[config.mk]
export PLATFORM = sky130hd
export DESIGN_NAME = micro_cpu_core
export DESIGN_NICKNAME = d
export VERILOG_FILES = /design/src/hw/core_pkg.sv /design/src/hw/core_alu.sv /design/src/hw/core_sync.sv /design/src/hw/micro_cpu_core.sv
export VERILOG_INCLUDE_DIRS = /design/src /design/src/hw
export SDC_FILE = /design/constraint.sdc
export NUM_CORES = 1
export LEC_CHECK = 0
export BUFFER_PORTS_ARGS = -buffer_cell sky130_fd_sc_hd__buf_2
export CORE_MARGIN = 8
export CORE_UTILIZATION = 59
export CTS_CLUSTER_SIZE = 30
export DETAILED_ROUTE_END_ITERATION = 12
export PLACE_DENSITY = 0.91
export SLEW_MARGIN = 20
export SYNTH_ARGS = -nofsm -noshare
export SYNTH_HDL_FRONTEND = slang
export SYNTH_SLANG_ARGS = --single-unit
[constraint.sdc]
create_clock -name i_mclk -period 5.6 [get_ports i_mclk]
set_clock_uncertainty 0.05 [all_clocks]
set_input_delay 0.56 -clock i_mclk [delete_from_list [all_inputs] [get_ports i_mclk]]
set_output_delay 0.56 -clock i_mclk [all_outputs]
set_load 0.05 [all_outputs]
[src/hw/core_map.svh]
`ifndef CORE_MAP_SVH
`define CORE_MAP_SVH
`define IC_TRAP_CM_PARITY 16'h8000
`define IC_TRAP_RESET_BTN 16'h8001
`define IC_TRAP_DM_PARITY 16'h8002
`define IC_TRAP_POWER_ON 16'h8003
`define IC_PROM_BASE_BIT 15
`define CW_PARITY_BIT 23
`define CW_HIGH_LSB 16
`define ALU_OP_LSB 16
`define DST_LSB 12
`define SRCB_LSB 8
`define SRCA_LSB 4
`define SUB_LSB 0
`define REG_ZERO 4'h0
`define REG_FILE_BASE 4'h8
`define REG_ARITH_ST 4'h1
`define REG_PHASE_ST 4'h2
`define REG_XFER 4'h3
`define REG_RDHI 4'h4
`define REG_RDLO 4'h5
`define REG_PCH 4'h6
`define REG_PCL 4'h7
`define ST_CARRY_BIT 0
`define ST_ZERO_BIT 1
`define ST_PERIPH_BIT 2
`define PROM_SLOW_PHASES 2'h2
`endif

[src/hw/core_pkg.sv]
`default_nettype none
package core_pkg;
	typedef enum logic [2:0] {
		OP_ALU = 3'h0,
		OP_JUMP = 3'h1,
		OP_DM_READ = 3'h2,
		OP_DM_WRITE = 3'h3,
		OP_CM_READ = 3'h4,
		OP_CM_WRITE = 3'h5,
		OP_PERIPH_IN = 3'h6,
		OP_PERIPH_OUT = 3'h7
	} opcode_t;
	typedef enum logic [2:0] {
		FN_ADD = 3'h0,
		FN_SUB = 3'h1,
		FN_AND = 3'h2,
		FN_OR = 3'h3,
		FN_XOR = 3'h4,
		FN_PASS_A = 3'h5,
		FN_ADD_CARRY = 3'h6,
		FN_PASS_B = 3'h7
	} alu_fn_t;
	typedef enum logic [1:0] {
		PH_FETCH = 2'b00,
		PH_EXEC = 2'b01,
		PH_WAIT = 2'b10
	} phase_t;
endpackage
`default_nettype wire

[src/hw/core_alu.sv]
`default_nettype none
module core_alu #(
	parameter int WIDTH = 8
) (
	// Operands
	input wire logic [WIDTH-1:0] i_bus_a,
	input wire logic [WIDTH-1:0] i_bus_b,
	input wire logic i_carry,
	input wire core_pkg::alu_fn_t i_fn,
	// Result
	output logic [WIDTH-1:0] o_bus_c,
	output logic o_carry
);
	logic [WIDTH:0] wide;
	always_comb begin
		wide = '0;
		unique case (i_fn)
			core_pkg::FN_ADD: wide = {1'b0, i_bus_a} + {1'b0, i_bus_b};
			core_pkg::FN_SUB: wide = {1'b0, i_bus_a} - {1'b0, i_bus_b};
			core_pkg::FN_AND: wide = {1'b0, i_bus_a & i_bus_b};
			core_pkg::FN_OR: wide = {1'b0, i_bus_a | i_bus_b};
			core_pkg::FN_XOR: wide = {1'b0, i_bus_a ^ i_bus_b};
			core_pkg::FN_PASS_A: wide = {1'b0, i_bus_a};
			core_pkg::FN_ADD_CARRY: wide = {1'b0, i_bus_a} + {1'b0, i_bus_b} + {{WIDTH{1'b0}}, i_carry};
			core_pkg::FN_PASS_B: wide = {1'b0, i_bus_b};
		endcase
		o_bus_c = wide[WIDTH-1:0];
		o_carry = wide[WIDTH];
	end
endmodule
`default_nettype wire

[src/hw/core_sync.sv]
`default_nettype none
module core_sync (
	// Clock
	input wire logic i_mclk,
	// Asynchronous level
	input wire logic i_async,
	// Synchronised level
	output logic o_sync
);
	logic [1:0] stages;
	// The first stage is read only by the second, to keep metastability contained.
	always_ff @(posedge i_mclk) begin
		stages <= {stages[0], i_async};
	end
	assign o_sync = stages[1];
endmodule
`default_nettype wire

[src/hw/micro_cpu_core.sv]
`default_nettype none
`include "core_map.svh"
module micro_cpu_core #(
	parameter int DM_ADDR_W = 17,
	parameter int CM_ADDR_W = 16
) (
	// Clock and reset
	input wire logic i_mclk,
	input wire logic i_rst,
	// Trap sources from pins
	input wire logic i_power_on_reset,
	input wire logic i_reset_button,
	// Control memory
	output logic [CM_ADDR_W-1:0] o_cm_addr,
	output logic o_cm_rd,
	output logic o_cm_wr,
	output logic [23:0] o_cm_wdata,
	input wire logic [23:0] i_cm_rdata,
	output logic o_bootstrap_prom_select,
	// Data memory
	output logic [DM_ADDR_W-1:0] o_dm_addr,
	output logic o_dm_rd,
	output logic o_dm_wr,
	output logic [15:0] o_dm_wdata,
	output logic [1:0] o_dm_byte_en,
	input wire logic [15:0] i_dm_rdata,
	input wire logic i_data_mem_parity_error,
	// Peripheral
	output logic o_periph_strobe,
	output logic o_periph_dir_out,
	output logic [7:0] o_periph_wdata,
	input wire logic [7:0] i_periph_rdata,
	input wire logic i_periph_ready,
	// Status
	output logic o_ctrl_mem_parity_error,
	output logic [7:0] o_arith_io_status,
	output logic [7:0] o_phase_mode_status
);
	typedef struct packed {
		core_pkg::phase_t phase;
		logic [1:0] slow;
		logic [15:0] icount;
		logic [23:0] ireg;
		logic [7:0][7:0] file_regs;
		logic [7:0] arith_io_status_reg;
		logic [7:0] phase_mode_status_reg;
		logic [7:0] xfer_reg;
		logic [7:0] read_data_high_reg;
		logic [7:0] read_data_low_reg;
		logic [15:0] pc;
		logic pc_bank;
		logic cm_perr;
		logic por_seen;
	} state_t;

	state_t st;
	state_t next_st;
	logic por_sync;
	logic btn_sync;
	logic dm_perr_sync;
	logic [7:0] bus_a;
	logic [7:0] bus_b;
	logic [7:0] bus_c;
	logic alu_carry;
	core_pkg::opcode_t opcode;
	logic [3:0] src_a;
	logic [3:0] src_b;
	logic [3:0] dst;
	logic [3:0] sub;
	logic in_prom;

	// Pins from outside the clock domain pass two flops first.
	core_sync sync_por (.i_mclk(i_mclk), .i_async(i_power_on_reset), .o_sync(por_sync));
	core_sync sync_btn (.i_mclk(i_mclk), .i_async(i_reset_button), .o_sync(btn_sync));
	core_sync sync_dmp (.i_mclk(i_mclk), .i_async(i_data_mem_parity_error), .o_sync(dm_perr_sync));

	assign opcode = core_pkg::opcode_t'(st.ireg[22:20]);
	assign src_a = st.ireg[`SRCA_LSB+:4];
	assign src_b = st.ireg[`SRCB_LSB+:4];
	assign dst = st.ireg[`DST_LSB+:4];
	assign sub = st.ireg[`SUB_LSB+:4];
	assign in_prom = st.icount[`IC_PROM_BASE_BIT];

	function automatic logic [7:0] read_src(input state_t s, input logic [3:0] sel);
		logic [7:0] v;
		v = 8'h00;
		if (sel[3]) begin
			v = s.file_regs[sel[2:0]];
		end else begin
			unique case (sel)
				`REG_ZERO: v = 8'h00;
				`REG_ARITH_ST: v = s.arith_io_status_reg;
				`REG_PHASE_ST: v = s.phase_mode_status_reg;
				`REG_XFER: v = s.xfer_reg;
				`REG_RDHI: v = s.read_data_high_reg;
				`REG_RDLO: v = s.read_data_low_reg;
				`REG_PCH: v = s.pc[15:8];
				`REG_PCL: v = s.pc[7:0];
				default: v = 8'h00;
			endcase
		end
		return v;
	endfunction

	always_comb begin
		bus_a = read_src(st, src_a);
		bus_b = read_src(st, src_b);
	end

	core_alu #(.WIDTH(8)) alu (
		.i_bus_a(bus_a),
		.i_bus_b(bus_b),
		.i_carry(st.arith_io_status_reg[`ST_CARRY_BIT]),
		.i_fn(core_pkg::alu_fn_t'(st.ireg[`ALU_OP_LSB+:3])),
		.o_bus_c(bus_c),
		.o_carry(alu_carry)
	);

	always_comb begin
		next_st = st;
		o_cm_rd = 1'b0;
		o_cm_wr = 1'b0;
		o_dm_rd = 1'b0;
		o_dm_wr = 1'b0;
		o_periph_strobe = 1'b0;
		o_periph_dir_out = 1'b0;
		o_cm_addr = st.icount[CM_ADDR_W-1:0];
		unique case (st.phase)
			core_pkg::PH_FETCH: begin
				o_cm_rd = 1'b1;
				// PROM is slow, so a fetch from it holds the address two extra cycles for half speed.
				if (in_prom && st.slow != `PROM_SLOW_PHASES) begin
					next_st.slow = st.slow + 2'h1;
				end else begin
					next_st.slow = 2'h0;
					next_st.ireg = i_cm_rdata;
					next_st.phase = core_pkg::PH_EXEC;
				end
			end
			core_pkg::PH_EXEC: begin
				next_st.phase = core_pkg::PH_FETCH;
				if (^st.ireg == 1'b0) begin
					next_st.cm_perr = 1'b1;
					next_st.icount = `IC_TRAP_CM_PARITY;
				end else begin
					next_st.cm_perr = 1'b0;
					next_st.icount = st.icount + 16'h0001;
					// All destination writes land here, so operands saw the old values.
					unique case (opcode)
						core_pkg::OP_ALU: begin
							if (dst[3]) begin
								next_st.file_regs[dst[2:0]] = bus_c;
							end else begin
								unique case (dst)
									`REG_ZERO: ;
									`REG_ARITH_ST: next_st.arith_io_status_reg = bus_c;
									`REG_PHASE_ST: next_st.phase_mode_status_reg = bus_c;
									`REG_XFER: next_st.xfer_reg = bus_c;
									`REG_RDHI: next_st.read_data_high_reg = bus_c;
									`REG_RDLO: next_st.read_data_low_reg = bus_c;
									`REG_PCH: next_st.pc[15:8] = bus_c;
									`REG_PCL: next_st.pc[7:0] = bus_c;
									default: ;
								endcase
							end
							if (dst != `REG_ARITH_ST) begin
								next_st.arith_io_status_reg[`ST_CARRY_BIT] = alu_carry;
								next_st.arith_io_status_reg[`ST_ZERO_BIT] = (bus_c == 8'h00);
							end
						end
						core_pkg::OP_JUMP: begin
							next_st.icount = {bus_a, bus_b};
						end
						core_pkg::OP_DM_READ: begin
							o_dm_rd = 1'b1;
							if (sub[0]) begin
								next_st.read_data_high_reg = i_dm_rdata[15:8];
							end
							if (sub[1]) begin
								next_st.read_data_low_reg = i_dm_rdata[7:0];
							end
						end
						core_pkg::OP_DM_WRITE: begin
							o_dm_wr = 1'b1;
						end
						core_pkg::OP_CM_READ: begin
							o_cm_rd = 1'b1;
							o_cm_addr = st.pc[CM_ADDR_W-1:0];
							next_st.xfer_reg = i_cm_rdata[`CW_HIGH_LSB+:8];
							next_st.read_data_high_reg = i_cm_rdata[15:8];
							next_st.read_data_low_reg = i_cm_rdata[7:0];
						end
						core_pkg::OP_CM_WRITE: begin
							o_cm_wr = 1'b1;
							o_cm_addr = st.pc[CM_ADDR_W-1:0];
						end
						core_pkg::OP_PERIPH_IN: begin
							o_periph_strobe = 1'b1;
							if (i_periph_ready) begin
								next_st.xfer_reg = i_periph_rdata;
							end else begin
								next_st.icount = st.icount;
								next_st.phase = core_pkg::PH_EXEC;
							end
							next_st.arith_io_status_reg[`ST_PERIPH_BIT] = i_periph_ready;
						end
						core_pkg::OP_PERIPH_OUT: begin
							o_periph_strobe = 1'b1;
							o_periph_dir_out = 1'b1;
							if (!i_periph_ready) begin
								next_st.icount = st.icount;
								next_st.phase = core_pkg::PH_EXEC;
							end
							next_st.arith_io_status_reg[`ST_PERIPH_BIT] = i_periph_ready;
						end
					endcase
				end
			end
			default: begin
				next_st.phase = core_pkg::PH_FETCH;
			end
		endcase
		// Traps override whatever the instruction chose; power-on has priority.
		if (dm_perr_sync) begin
			next_st.icount = `IC_TRAP_DM_PARITY;
			next_st.phase = core_pkg::PH_FETCH;
			next_st.slow = 2'h0;
		end
		if (btn_sync) begin
			next_st.icount = `IC_TRAP_RESET_BTN;
			next_st.phase = core_pkg::PH_FETCH;
			next_st.slow = 2'h0;
		end
		next_st.por_seen = por_sync;
		if (por_sync) begin
			next_st.icount = `IC_TRAP_POWER_ON;
			next_st.phase = core_pkg::PH_FETCH;
			next_st.slow = 2'h0;
		end
	end

	always_ff @(posedge i_mclk) begin
		if (i_rst) begin
			st <= '0;
			st.icount <= `IC_TRAP_POWER_ON;
		end else begin
			st <= next_st;
		end
	end

	// Writes store the Data Memory Input byte, with the bank bit picking the lane.
	always_comb begin
		o_dm_addr = {st.pc, st.pc_bank};
		o_dm_wdata = {st.xfer_reg, st.xfer_reg};
		o_dm_byte_en = {st.pc_bank, ~st.pc_bank};
	end

	assign o_cm_wdata = {~^{st.xfer_reg[6:0], st.read_data_high_reg, st.read_data_low_reg},
		st.xfer_reg[6:0], st.read_data_high_reg, st.read_data_low_reg};
	assign o_bootstrap_prom_select = in_prom;
	assign o_periph_wdata = st.xfer_reg;
	assign o_ctrl_mem_parity_error = st.cm_perr;
	assign o_arith_io_status = st.arith_io_status_reg;
	assign o_phase_mode_status = st.phase_mode_status_reg;
endmodule
`default_nettype wire

=== Yosys cells after proc, flatten, opt, wreduce, memory -nomap -nowiden ===
Cells that the tools add are included.

* Register bits after elaboration: 171
* Input port bits: 54

* Add/subtract/negate cells: 5
* Order comparisons: 4
* Equal/unequal tests: 51
* Mux-type cells: 61
* Bitwise gates (word level): 5
* Reductions and logical operators: 33

{| class="wikitable"
|+ Operator list
! operator !! number
|-
| $mux 8 || 14
|-
| $pmux 8 s7 || 2
|-
| $mux 16 || 5
|-
| $pmux 9 s8 || 1
|-
| $bwmux 64 || 1
|-
| $mux 51 || 1
|-
| $bmux 8 s3 || 2
|-
| $eq 4x3->1 const B || 12
|-
| $pmux 16 s3 || 1
|-
| $pmux 16 s2 || 1
|-
| $reduce_and 5->1 || 6
|-
| $demux 8 s3 || 1
|-
| $eq 3x3->1 const B || 8
|-
| $eq 4x2->1 const B || 6
|-
| $pmux 8 s3 || 1
|-
| $reduce_xor 24->1 || 1
|-
| $reduce_xnor 23->1 || 1
|-
| $mux 1 || 21
|-
| $reduce_and 6->1 || 3
|-
| $add 16x1->16 const B || 1
|-
| $eq 3x2->1 const B || 4
|-
| $eq 4x1->1 const B || 3
|-
| $lt 3x4->1 const B || 3
|-
| $mux 2 || 6
|-
| other kinds (31) || 54
|}

=== Logic depth before layout (Yosys ltp) ===
* Depth in word-level cells: 9
* Depth in mapped cells: 22
* Gate-level depth less buffers: 17

=== Modules after synthesis ===
Synthesis repeated with hierarchy kept, for this count alone.

* Cell total of the unflattened synthesis: 1427
* Area total of the unflattened synthesis: 12278.0 µm²

{| class="wikitable"
|+ By module, submodules not included
! module !! instances !! cells each !! area an instance (µm²)
|-
| micro_cpu_core || 1 || 1189 || 10522.6
|-
| core_alu || 1 || 232 || 1635.3
|-
| core_sync || 3 || 2 || 40.0
|}

=== Worst setup path before layout ===
No wires, ideal clock.

* Path type: register to register
* Start point: register st, in the netlist src_a[0]
* End point: register st[114] in the netlist's numbering
* Setup time: 0.128 ns
* Arrival: 4.738 ns
* Required time: 5.422 ns
* Slack: 0.685 ns
* Stages on the path, launching flop included: 22
* Period minus slack after synthesis: 4.915 ns
* Path through: dfxtp_1 > buf_2 > clkinv_1 > ha_1 > clkbuf_1 > a222oi_1 > nor2_1 > nor3_1 > a31o_2 > inv_1 > ha_1 > fa_1 > a211oi_1 > o21ai_0 > a211oi_1 > a31o_2 > mux2i_1 > or4b_1 > clkbuf_1 > clkbuf_1 > mux2i_1 > nor2_1

* Longest elaborated chain between the ends: 7
* Elaborated cells between the ends (all ways): 21
* Those cells by class: 3 x add/sub; 7 x eq/ne; 6 x mux; 3 x bitwise; 2 x reduce/logical

{| class="wikitable"
|+ RTL lines
! what !! line !! source
|-
| from (decl) || micro_cpu_core.sv:56 || <nowiki>state_t st;</nowiki>
|-
| from (signal assigned) || micro_cpu_core.sv:247 || <nowiki>st <= next_st;</nowiki>
|-
| $eq 4x3->1, or another cell as far along || micro_cpu_core.sv:90 || <nowiki>unique case (sel)</nowiki>
|-
| $pmux 8 s7 or $mux 8 (tied branches) || micro_cpu_core.sv:90, micro_cpu_core.sv:88 ||
|-
| $mux 8 || micro_cpu_core.sv:87 || <nowiki>if (sel[3]) begin</nowiki>
|-
| $add 8x8->9 || core_alu.sv:18, core_alu.sv:24 ||
|-
| $add 9x1->9 || core_alu.sv:24 || <nowiki>core_pkg::FN_ADD_CARRY: wide = {1'b0, i_bus_a} + {1'b0, i_bus_b} + {{WIDTH{1'b0}}, i_carry};</nowiki>
|-
| $pmux 9 s8 || core_alu.sv:17 || <nowiki>unique case (i_fn)</nowiki>
|-
| $bwmux 64 || micro_cpu_core.sv:152 || <nowiki>next_st.file_regs[dst[2:0]] = bus_c;</nowiki>
|}

Several ways; a longest one is shown, not always the timed one. The select of a mux whose other input is x is not followed.
A chain may end at the register's enable or synchronous reset.

=== Worst setup path in the final report ===
* Start point: register st, in the netlist src_a[0]
* End point: register st[98] in the netlist's numbering

Same word-level chain as after synthesis.

==> flow_summary.yaml <==
drt:
  wl_um: 41720
  ant_nets: 0
  vias_per_cell: 6.733
  dr.pass1.iters: 8
  drtIter0Drc: 1640
  post_drt_wl_per_cell_um: 24.35
  drc: 0
  dr_total_vias: 11530
clocking:
  cts_inserted_buffers: 17
  clock_latency_ns: 0.44
  clk_pin_slew_ns: 0.07
  cts_setup_buffers: 0
  cts_hold_buf: 0
  cts-root-buf: "clkbuf_16"
  htreeDepth: 4
  cts.sinks: 170
  cts_resized: 0
  cts_tree: "done"
  clk_path_buf_depth: 2
logic_synthesis:
  ys.warnings.count: 0
  synth_largest_area_cell: "dfxtp_1"
  yosysSeqAreaShare: 0.2893
  synth_area_per_cell_um2: 8.432
  yosysTopAreaCellShare: 0.2893
  ys_ff_latch: 170
  synth_area_leaders: "dfxtp_1 (29%), mux2i_1 (7.7%), mux4_2 (6.1%)"
  ys_types: 64
  netlist_area_um2: 11760
  async_reset_ff_frac: 0
  syn_inst: 1395
  synthFlopType: "dfxtp_1"
  synth_edf_count: 0
worst_setup_path:
  crit_path_end_kind: "flip-flop"
  cp_max_fo: 16
  critPathSlowestCell: "or4b_1"
  crit_chain: "clkinv_1 -> ha_1 -> a222oi_1 -> nor2_1 -> o31ai_1 -> buf_4 -> inv_1 -> fa_1 -> a211oi_1 -> o21ai_0 -> a211oi_1 -> a31o_2 -> mux2i_1 -> or4b_1 -> buf_4 -> mux2i_1 -> nor2_1"
  arrival_ns: 5.44
  critical_path.startpoint_type: "flip-flop"
  critPathBufInv: 4
  rr_startpoint: "src_a[0]"
  critPathLaunch: "src_a[0]"
  worstSetupPathType: "flip-flop to flip-flop"
  worst_ep_required_time_ns: 5.83
  cp_top_family: "compound AO/OA/AOI/OAI gates"
  cpPeakStageDelay_ns: 0.68
grt:
  grt_pass1_vias: 10860
  grt_overflow_total: 0
  grt_pass1_wl_um: 63240
  grt_use_total: 0.3328
  grt_max_degree: 90
  antenna_found_initial: 0
pwr:
  ir_drop_uv: 197.3
  cellPowerDensity_nw_per_um2: 193.7
  p_leak_nw: 5.607
final_layout:
  fill_cells: 1616
  area_growth_pct: 9.042
  layout_common_cells: "dfxtp_1 (170), nor2_1 (161), buf_2 (156), nand2_1 (144), mux2i_1 (91)"
  layout.nets: 1546
  antenna_cells: 0
  drive_above_1_share: 0.2079
  regArea_um2: 3403
  final_common_cell: "dfxtp_1"
  final_core_util: 0.6569
  multi_input_area_um2: 7169
timing:
  fin_hold_ws_ns: 0.1800
  rsz0062_at_grt: "no"
  finalCriticalPeriod_ns: 5.204
  max_slew_margin: 0.3364
  worst_pin_slew_ns: 0.9911
  maxSlewViolCount: 0
  final.setup.tns_ns: 0
  hold_viol_final: 0
  setup-violations-final: 0
  fmax_mhz: 192.2
  min_period_over_period: 0.9292
floorplan:
  pin_count: 161
  die-area_um2: 24710
  std_cell_rows: 51
  die_y_um: 157.2
  fp.dieW_um: 157.2
  initial_utilization: 0.6024
  core-area_um2: 19530
hold_path:
  hp-start: "i_power_on_reset"
  hold_class: "primary input to flip-flop"
status:
  status: "completed"
place:
  dp_hpwl_um: 30690
  io_buffers: 157
  gp_congestion: 1.060
job:
  cap_violations: 0
==> through the flow <==
stage | cells | worst slack [ns] | power, mW | area (um2)
after global placement | 1681 | 0.6152 | 1.323 | 12230
after floorplan | 1396 | 0.6846 | 1.291 | 11770
after detailed placement | 1681 | 0.5488 | 1.324 | 12230
after global routing | 1713 | 0.1136 | 2.543 | 12830
final | 1713 | 0.3963 | 2.484 | 12830
after CTS | 1713 | 0.5271 | 2.481 | 12820
==> sequential cells by signal, summed over array words and instances, names as in the netlist, 3 cells and up <==
signal / count
st: 91
o_cm_wdata: 16
o_dm_addr: 16
o_arith_io_status: 8
o_periph_wdata: 8
o_phase_mode_status: 8
dst: 4
src_a: 4
src_b: 4
opcode: 3
==> cell type report <==
type,count,area share
sequential,170,0.2653
clock buffer,17,0.03317
inverter,56,0.01639
clock inverter,15,0.01307
tap,265,0.02585
multi-input combinational,989,0.5590
timing repair buffer,201,0.08721
==> layer usage <==
layer	share of wire	global-route usage	up-vias
met1	0.36	0.3949	5497
met2	0.46	0.5366	810
met3	0.11	0.07266	194
met4	0.069	0.2171	0
met5	0	0	-
li1	-	-	5032
==> worst paths after layout <==
kind | end | slack [ns] | depth (start not counted)
min | sync_por.stages[0] | 0.18 | 1
max | st[98] | 0.40 | 17
min reg2reg | sync_por.stages[1] | 0.28 | 0
max reg2reg | st[98] | 0.40 | 17
==> cells in the mapped netlist, types with 6 or more instances <==
master	number
and3_1	6
nand2b_1	15
ha_1	55
mux2_2	20
a22o_1	20
mux2i_1	91
a221oi_1	14
inv_1	54
a311oi_1	9
mux4_2	32
o221ai_1	6
dfxtp_1	170
or3_1	6
a22oi_1	52
xnor2_1	38
buf_4	83
nor2b_1	7
o2111ai_1	9
clkbuf_1	84
nor2_1	161
a21oi_1	76
a211oi_1	26
xor2_1	11
a222oi_1	20
o21ai_0	32
nor3_1	24
a31oi_1	9
nand3_1	16
a31o_2	6
and2_1	7
nand4_1	9
buf_2	11
nand2_1	144
==> where the power goes <==
part	leakage (nW)	total, mW	internal (mW)	switching [mW]
combinational	3.95	0.0835	0.0279	0.0556
sequential	1.37	1.22	1.21	0.00381
clock	0.288	1.19	0.602	0.583
total	5.61	2.48	1.84	0.643
==> kinds of logic after synthesis <==
logic type,count (synthesis),share of synthesized area
simple gates,414,0.1532
compound gates,322,0.1954
buf+inv,237,0.1033
flops,170,0.2893
mux,143,0.1579
fa+ha+maj,57,0.06191
xor+xnor,50,0.03840
other cells,2,0.0006385
Note: power is estimated with default switching activity, not from simulation.
